[src/casc_pkg.sv]
// Package for the carrier acquisition sweep controller: widths, encodings,
// timing constants and the carriers exchanged with the demodulator core.
// Assumes a 40 MHz system clock; frequencies are signed hertz offsets.
package casc_pkg;

  // ----------------------------------------------------------------------
  // Widths and timing
  // ----------------------------------------------------------------------
  localparam int unsigned FREQ_W = 22;          // Signed Hz offset, covers about +-2.09 MHz
  localparam int unsigned DWELL_W = 16;         // Dwell setting in milliseconds
  localparam int unsigned CLK_HZ = 40_000_000;
  localparam int unsigned DWELL_UNIT_NS = 1_000_000; // One dwell unit is 1 ms
  localparam int unsigned CLK_PERIOD_NS = 1_000_000_000 / CLK_HZ;
  localparam int unsigned CYC_PER_UNIT = DWELL_UNIT_NS / CLK_PERIOD_NS;
  localparam int unsigned TICK_W = 16;
  localparam logic [TICK_W-1:0] TICK_LAST = TICK_W'(CYC_PER_UNIT - 1);

  // ----------------------------------------------------------------------
  // Range limits in hertz
  // ----------------------------------------------------------------------
  localparam logic [FREQ_W-1:0] RANGE_MIN_HZ = 22'h00_0064;  // 100 Hz
  localparam logic [FREQ_W-1:0] RANGE_MAX_HZ = 22'h13_12D0;  // 1.25 MHz

  // ----------------------------------------------------------------------
  // Method encoding and reset value
  // ----------------------------------------------------------------------
  typedef enum logic {
    CASC_DIRECT = 1'b0,
    CASC_SWEEP = 1'b1
  } casc_method_type;
  localparam casc_method_type METHOD_RESET = CASC_DIRECT;

  // Configuration from software
  typedef struct packed {
    casc_method_type method;
    logic [FREQ_W-1:0] range_hz;      // Half-width of the full range
    logic [FREQ_W-1:0] symrate_hz;    // Width of the reduced range
    logic [DWELL_W-1:0] dwell_ms;     // Reduced range dwell time
    logic [FREQ_W-1:0] step_hz;       // Sweep step
  } casc_cfg_type;

  // Commands toward the demodulator core
  typedef struct packed {
    logic search_strongest;           // Direct: find largest carrier in window
    logic try_step;                   // Sweep: try the given offset
    logic signed [FREQ_W-1:0] offset_hz;
    logic signed [FREQ_W-1:0] win_lo_hz;
    logic signed [FREQ_W-1:0] win_hi_hz;
  } casc_cmd_type;

  // Reports from the demodulator core
  typedef struct packed {
    logic done;                       // Attempt finished, one-cycle pulse
    logic detected;                   // Carrier seen at this attempt
    logic locked;                     // Lock level
    logic signed [FREQ_W-1:0] lock_offset_hz;
  } casc_rpt_type;

endpackage

[src/casc_dwell_timer.sv]
// Down-counting dwell timer for the reduced reacquisition window.
// Assumes start is a one-cycle pulse; ce freezes it like the rest of the block.
module casc_dwell_timer (
  // Clock and reset
  input wire logic clk,
  input wire logic rst,
  input wire logic ce,
  // Control
  input wire logic start,
  input wire logic [casc_pkg::DWELL_W-1:0] dwell_ms,
  // Status
  output logic running
);

  logic [casc_pkg::TICK_W-1:0] tick_q;
  logic [casc_pkg::DWELL_W-1:0] units_q;

  // ----------------------------------------------------------------------
  // Millisecond prescaler and unit counter
  // ----------------------------------------------------------------------
  // Restart on every start so each loss of lock gets a full dwell
  always_ff @(posedge clk) begin
    if (rst) begin
      tick_q <= '0;
      units_q <= '0;
      running <= 1'b0;
    end else if (ce) begin
      if (start) begin
        tick_q <= '0;
        units_q <= dwell_ms;
        running <= (dwell_ms != '0);
      end else if (running) begin
        if (tick_q == casc_pkg::TICK_LAST) begin
          tick_q <= '0;
          units_q <= units_q - 1'b1;
          if (units_q == casc_pkg::DWELL_W'(1)) begin
            running <= 1'b0;
          end
        end else begin
          tick_q <= tick_q + 1'b1;
        end
      end
    end
  end

endmodule

[src/casc_ctrl.sv]
// Carrier acquisition sweep controller: drives the demodulator core through
// direct or stepped acquisition, and reacquisition after loss of lock.
// Assumes the core answers each try with a done pulse and holds locked as a level.
module casc_ctrl (
  // Clock, reset, enable
  input wire logic clk,
  input wire logic rst,
  input wire logic ce,
  // Configuration
  input wire casc_pkg::casc_cfg_type cfg,
  input wire logic start,
  // Demodulator core
  input wire casc_pkg::casc_rpt_type rpt,
  output casc_pkg::casc_cmd_type cmd,
  // Status
  output logic locked_q,
  output logic reduced_q,
  output casc_pkg::casc_method_type method_q
);

  typedef enum logic [2:0] {
    ST_IDLE,
    ST_ISSUE,
    ST_WAIT,
    ST_LOCKED
  } casc_state_type;

  localparam int unsigned FW = casc_pkg::FREQ_W;

  casc_state_type state_q;
  logic signed [FW-1:0] range_w;
  logic signed [FW-1:0] last_lock_q;
  logic signed [FW-1:0] pos_q;
  logic signed [FW-1:0] lo_w;
  logic signed [FW-1:0] hi_w;
  logic signed [FW-1:0] half_sym_w;
  logic signed [FW:0] step_sum_w;
  logic signed [FW-1:0] next_pos_w;
  logic lock_ok_w;
  logic dwell_start_w;
  logic dwell_run_w;

  // ----------------------------------------------------------------------
  // Range clamp
  // ----------------------------------------------------------------------
  // Clamp keeps a bad software value from producing an empty window;
  // both limits are positive, so the unsigned compare is safe
  always_comb begin
    if (cfg.range_hz < casc_pkg::RANGE_MIN_HZ) begin
      range_w = casc_pkg::RANGE_MIN_HZ;
    end else if (cfg.range_hz > casc_pkg::RANGE_MAX_HZ) begin
      range_w = casc_pkg::RANGE_MAX_HZ;
    end else begin
      range_w = cfg.range_hz;
    end
  end

  // ----------------------------------------------------------------------
  // Window bounds
  // ----------------------------------------------------------------------
  // The reduced window follows the last lock offset rather than the
  // nominal centre, so a carrier that drifted is found again quickly
  always_comb begin
    half_sym_w = FW'(cfg.symrate_hz >> 1);
    if (reduced_q) begin
      lo_w = last_lock_q - half_sym_w;
      hi_w = last_lock_q + half_sym_w;
    end else begin
      lo_w = -range_w;
      hi_w = range_w;
    end
  end

  // ----------------------------------------------------------------------
  // Next sweep position
  // ----------------------------------------------------------------------
  // One spare bit so a large step near the top cannot wrap negative
  // and restart the sweep somewhere in the middle of the window
  always_comb begin
    step_sum_w = $signed({pos_q[FW-1], pos_q}) + $signed({1'b0, cfg.step_hz});
    if (step_sum_w > $signed({hi_w[FW-1], hi_w})) begin
      next_pos_w = lo_w;
    end else begin
      next_pos_w = step_sum_w[FW-1:0];
    end
  end

  // A finished attempt that ended in lock
  assign lock_ok_w = rpt.done && rpt.detected && rpt.locked;

  // Dwell restarts on every loss of lock in the sweep method
  assign dwell_start_w = ce && state_q == ST_LOCKED && !rpt.locked
    && method_q == casc_pkg::CASC_SWEEP;

  // ----------------------------------------------------------------------
  // Method latch
  // ----------------------------------------------------------------------
  // Method is sampled only at start so a change mid-search is orderly
  always_ff @(posedge clk) begin
    if (rst) begin
      method_q <= casc_pkg::METHOD_RESET;
    end else if (ce && start) begin
      method_q <= cfg.method;
    end
  end

  // ----------------------------------------------------------------------
  // Acquisition sequencer
  // ----------------------------------------------------------------------
  // IDLE waits for start, ISSUE sends one attempt, WAIT takes the answer,
  // LOCKED holds until the core withdraws lock; only reset or an illegal state leads to IDLE
  always_ff @(posedge clk) begin
    if (rst) begin
      state_q <= ST_IDLE;
      pos_q <= '0;
      last_lock_q <= '0;
      locked_q <= 1'b0;
      reduced_q <= 1'b0;
      cmd <= '0;
    end else if (ce) begin
      cmd.search_strongest <= 1'b0;
      cmd.try_step <= 1'b0;
      unique case (state_q)
        ST_IDLE: begin
          if (start) begin
            reduced_q <= 1'b0;
            pos_q <= -range_w;
            state_q <= ST_ISSUE;
          end
        end
        ST_ISSUE: begin
          cmd.win_lo_hz <= lo_w;
          cmd.win_hi_hz <= hi_w;
          if (method_q == casc_pkg::CASC_DIRECT) begin
            cmd.search_strongest <= 1'b1;
            cmd.offset_hz <= '0;
          end else begin
            cmd.try_step <= 1'b1;
            cmd.offset_hz <= pos_q;
          end
          state_q <= ST_WAIT;
        end
        ST_WAIT: begin
          // A lock reported on the very cycle the dwell runs out still
          // counts; the reduced search ends once lock is taken
          if (lock_ok_w) begin
            last_lock_q <= rpt.lock_offset_hz;
            locked_q <= 1'b1;
            reduced_q <= 1'b0;
            state_q <= ST_LOCKED;
          end else if (reduced_q && !dwell_run_w) begin
            reduced_q <= 1'b0;
            pos_q <= -range_w;
            state_q <= ST_ISSUE;
          end else if (rpt.done) begin
            if (method_q == casc_pkg::CASC_SWEEP) begin
              pos_q <= next_pos_w;
            end
            state_q <= ST_ISSUE;
          end
        end
        ST_LOCKED: begin
          // Command offset and position held while lock stands; last_lock_q follows the core
          if (!rpt.locked) begin
            locked_q <= 1'b0;
            state_q <= ST_ISSUE;
            if (method_q == casc_pkg::CASC_SWEEP && cfg.dwell_ms != '0) begin
              reduced_q <= 1'b1;
              pos_q <= last_lock_q - half_sym_w;
            end else begin
              pos_q <= -range_w;
            end
          end else begin
            last_lock_q <= rpt.lock_offset_hz;
          end
        end
        default: begin
          state_q <= ST_IDLE;
        end
      endcase
    end
  end

  // ----------------------------------------------------------------------
  // Reduced window dwell
  // ----------------------------------------------------------------------
  // Expiry is only acted on in WAIT, so the reduced search may run
  // one cycle past the set dwell when it expires during ISSUE
  casc_dwell_timer u_dwell (
    .clk(clk),
    .rst(rst),
    .ce(ce),
    .start(dwell_start_w),
    .dwell_ms(cfg.dwell_ms),
    .running(dwell_run_w)
  );

endmodule

[config.mk]
export PLATFORM = sky130hd
export DESIGN_NAME = casc_ctrl
export DESIGN_NICKNAME = d
export VERILOG_FILES = /design/src/casc_pkg.sv /design/src/casc_dwell_timer.sv /design/src/casc_ctrl.sv
export SDC_FILE = /design/constraint.sdc
export NUM_CORES = 1
export LEC_CHECK = 0
export ABC_AREA = 1
export BUFFER_PORTS_ARGS = -buffer_cell sky130_fd_sc_hd__buf_2
export CAP_MARGIN = 25
export CORE_MARGIN = 5
export CORE_UTILIZATION = 60
export CTS_CLUSTER_DIAMETER = 80
export CTS_CLUSTER_SIZE = 40
export DETAILED_ROUTE_END_ITERATION = 12
export MAX_ROUTING_LAYER = met4
export PLACE_DENSITY = 0.92
export RECOVER_POWER = 25
export SETUP_SLACK_MARGIN = 0.1
export SLEW_MARGIN = 20
export SYNTH_ARGS = -nofsm -noshare
export SYNTH_HDL_FRONTEND = slang
export SYNTH_SLANG_ARGS = --single-unit
export TNS_END_PERCENT = 5
[constraint.sdc]
create_clock -name clk -period 6.4 [get_ports clk]
set_clock_uncertainty 0.2 [all_clocks]
set_input_delay 0.96 -clock clk [delete_from_list [all_inputs] [get_ports clk]]
set_output_delay 0.96 -clock clk [all_outputs]
set_load 0.005 [all_outputs]
==> impl_metrics.json <==
{
  "p_leak_nw": 6.59,
  "hp-class": "flop to flop",
  "r2r-start": "last_lock_q[3]$_SDFFE_PP0P_",
  "grt_pass1_vias": 12987,
  "hold_viol": 0,
  "postCtsSetupBuffers": 0,
  "clock_tree.buffer_depth": 2,
  "dpl_cell_area_sq_mm": 0.0133,
  "wl_per_cell_microns": 19.2,
  "synth.area.top_cells": "dfxtp_1 24%, nand2_1 12%, ha_1 9.3%, a21oi_1 8.9%, inv_1 6.7%",
  "numCtsBuffers": 17,
  "detail_route.iter0.violations": 1478,
  "synth_edf_count": 0,
  "clock_sinks": 149,
  "switching_power_mw": 1.17,
  "area_delta_synth_final_pct": 12.9,
  "synth_top_cell_area_share_pct": 24.4,
  "antenna_found_initial": 0,
  "synthesis.area_sq_mm": 0.0122,
  "path_buf_inv": 7,
  "peakVddDrop_v": 0.000197,
  "die_area_sq_mm": 0.0234,
  "critPathRequiredTime_ps": 6560,
  "grt_pass1_wl_microns": 69200,
  "num-nets-final": 2230,
  "final_antenna_net_count": 0,
  "synth_cells": 1887,
  "cts-hold-fix-buffers": 0,
  "clkPwrFrac_pct": 34.8,
  "tns_ps": 0,
  "cts_tree": "done",
  "rsz0062_at_grt": "no",
  "track_usage_pct": 37.7,
  "critPathKind": "primary input to flop",
  "worstSetupPathDepth": 29,
  "timing.rr.end": "pos_q[2]$_SDFFE_PP0P_",
  "initial_core_util_pct": 60.7,
  "grt-ovfl-total": 0,
  "synth_common_cells": "381 x nand2_1, 219 x a21oi_1, 218 x inv_1",
  "crit_path_top_delay_cell": "a31oi_1",
  "ys_types": 64,
  "firstDrtPassIters": 6,
  "min_period_over_period_pct": 85.0,
  "reg2reg_depth": 27,
  "ys_seq_area_share_pct": 24.4,
  "synth-seq-cells": 149,
  "endpoint": "pos_q[2]$_SDFFE_PP0P_",
  "power_mw": 3.04,
  "die_y_microns": 153,
  "slew_violations": 0,
  "port_buffers": 181,
  "async_flop_share_pct": 0,
  "yosysWarningCount": 0,
  "syn_area_per_cell_sq_um": 6.49,
  "drc_errors": 0,
  "setup_viol": 0,
  "cp-start-kind": "primary input",
  "routabilityCongestion": 1.03,
  "root_buffer": "clkbuf_16",
  "core_area_sq_mm": 0.0202,
  "chipWidth_microns": 153,
  "p_int_mw": 1.86,
  "n_antenna_cell": 0,
  "netlist.top_cell.by_area": "dfxtp_1",
  "synth_fp_nets": 2093,
  "vias": 13739,
  "crit_path_max_fanout": 11,
  "cap_violations": 0,
  "post_cts.resized_instances": 0,
  "cp_top_family": "compound AO/OA/AOI/OAI gates",
  "synth.most_common_cell": "nand2_1",
  "critPathCaptureType": "flop",
  "rows": 52,
  "ys.flop_type": "dfxtp_1",
  "cp-startpoint": "cfg[42]",
  "clock_latency_ps": 440,
  "path_clk_slew_ps": 70,
  "final_cell_area_sq_mm": 0.0138,
  "p_per_area_mw_per_mm2": 220,
  "p_sw_share_pct": 38.6,
  "worst_pin_slew_ps": 1040,
  "r2r_setup_slack_ps": 1290,
  "comb_power_share_pct": 31.9,
  "seqPwrFrac_pct": 33.3,
  "drive_gt1_share_pct": 13.3,
  "dp_hpwl_microns": 35000,
  "status": "complete, no violations",
  "grt_max_degree": 78,
  "io_pins": 183,
  "arrival_ps": 5600,
  "ctsHtreeMaxLevel": 4,
  "fmax_mhz": 184,
  "slew_headroom_pct": 29.8,
  "max_stage_delay_ps": 540,
  "min_period_ps": 5440,
  "wl_microns": 44300,
  "vias_per_cell": 5.96
}
## worst min path at each step
stage	startpoint	end	slack [ps]	depth (start not counted)
after floorplan	u_dwell.units_q[6]$_SDFFE_PP0P_	u_dwell.units_q[6]$_SDFFE_PP0P_	240	2
after global placement	cmd[56]$_SDFFE_PP0P_	cmd[56]$_SDFFE_PP0P_	250	2
after detailed placement	cmd[64]$_SDFFE_PP0P_	cmd[64]$_SDFFE_PP0P_	250	2
after CTS	cmd[64]$_SDFFE_PP0P_	cmd[64]$_SDFFE_PP0P_	260	2
after global routing	cmd[64]$_SDFFE_PP0P_	cmd[64]$_SDFFE_PP0P_	290	2
final	cmd[64]$_SDFFE_PP0P_	cmd[64]$_SDFFE_PP0P_	260	2
## final cells by class
cell class / instances / area [sq um]
multi-input cells: 1427 / 8060
fillers: 1770 / 6340
flip-flops and latches: 149 / 2980
repair buffers: 196 / 985
inverters: 233 / 875
clock buffers: 18 / 439
well taps: 270 / 338
clock inverters: 14 / 155
## power by group through the flow
stage | clock (mW) | sequential (mW) | combinational [mW]
after global placement | 0 | 1.03 | 0.915
after CTS | 1.05 | 1.01 | 0.945
after detailed placement | 0 | 1.03 | 0.935
final | 1.06 | 1.01 | 0.969
after global routing | 1.09 | 1.01 | 1.06
after floorplan | 0 | 1.02 | 0.654
## per-layer routing
metal / up-vias / global-route usage, % / routed length, microns
met3: 127 / 4.27 / 3280
met5: - / - / 0
met1: 6310 / 46.9 / 18200
met2: 669 / 61.3 / 20500
li1: 6633 / - / -
met4: 0 / 17.7 / 2350
## cells in the final DEF, fill, tap and decap left out, types with 4 or more instances in the layout
cell type  netlist  final
a211oi_1         4      4
o211ai_1        37     37
buf_4            1     14
a22oi_1          4      4
buf_2           11    140
ha_1            91     91
inv_2           14     15
nand2_4          6      6
clkbuf_16        0     18
nor2_2          12     13
nand3_2          4      4
nor2_4           6      6
o21a_1           4      4
nand3_4          4      4
o21ai_1         19     19
o21ai_0        143    143
inv_8            0      5
dfxtp_1        149    149
nand3_1        128    128
nor2_1         137    136
a31oi_1         13     13
nand2_1        381    381
o21bai_1        18     18
clkbuf_1        59     40
nand4_1         26     26
inv_6            0      5
nand2_2          8      8
o22ai_1          5      5
xor2_1          45     45
o221ai_1         8      8
inv_1          218    217
nor3_1          27     27
xnor2_1          6      6
nor4_1          15     15
or2_2           11     11
a21oi_1        219    219
## flip-flops by register name (all words and copies together) (netlist names)
signal / flops
cmd: 67
last_lock_q: 22
locked_q: 1
method_q: 1
pos_q: 22
reduced_q: 1
state_q: 2
u_dwell.running: 1
u_dwell.tick_q: 16
u_dwell.units_q: 16
## cell families after synthesis
| group | count (synthesis) | synth area share [%] |
|---|---|---|
| compound gates | 499 | 23.1 |
| xor+xnor | 52 | 3.78 |
| flops | 149 | 24.4 |
| fa+ha+maj | 94 | 9.79 |
| buf+inv | 311 | 9.87 |
| simple gates | 781 | 29.0 |
| mux | 1 | 0.0817 |
## tightest hold or removal path, cell delays in order (launching register included)
cell,delay (ps)
dfxtp_1,310
nand2_1,60
a21oi_1,50
## per-stage QoR
step	utilization (%)	worst slack (ps)	hold WS, ps	std cells
floorplan	-	1660	244	1887
global placement	65.8	676	249	2274
detailed placement	65.8	688	252	2274
CTS	68.8	1100	263	2306
global route	68.6	423	289	2307
finish	68.6	963	264	2307
(Power assumes the default switching activity.)
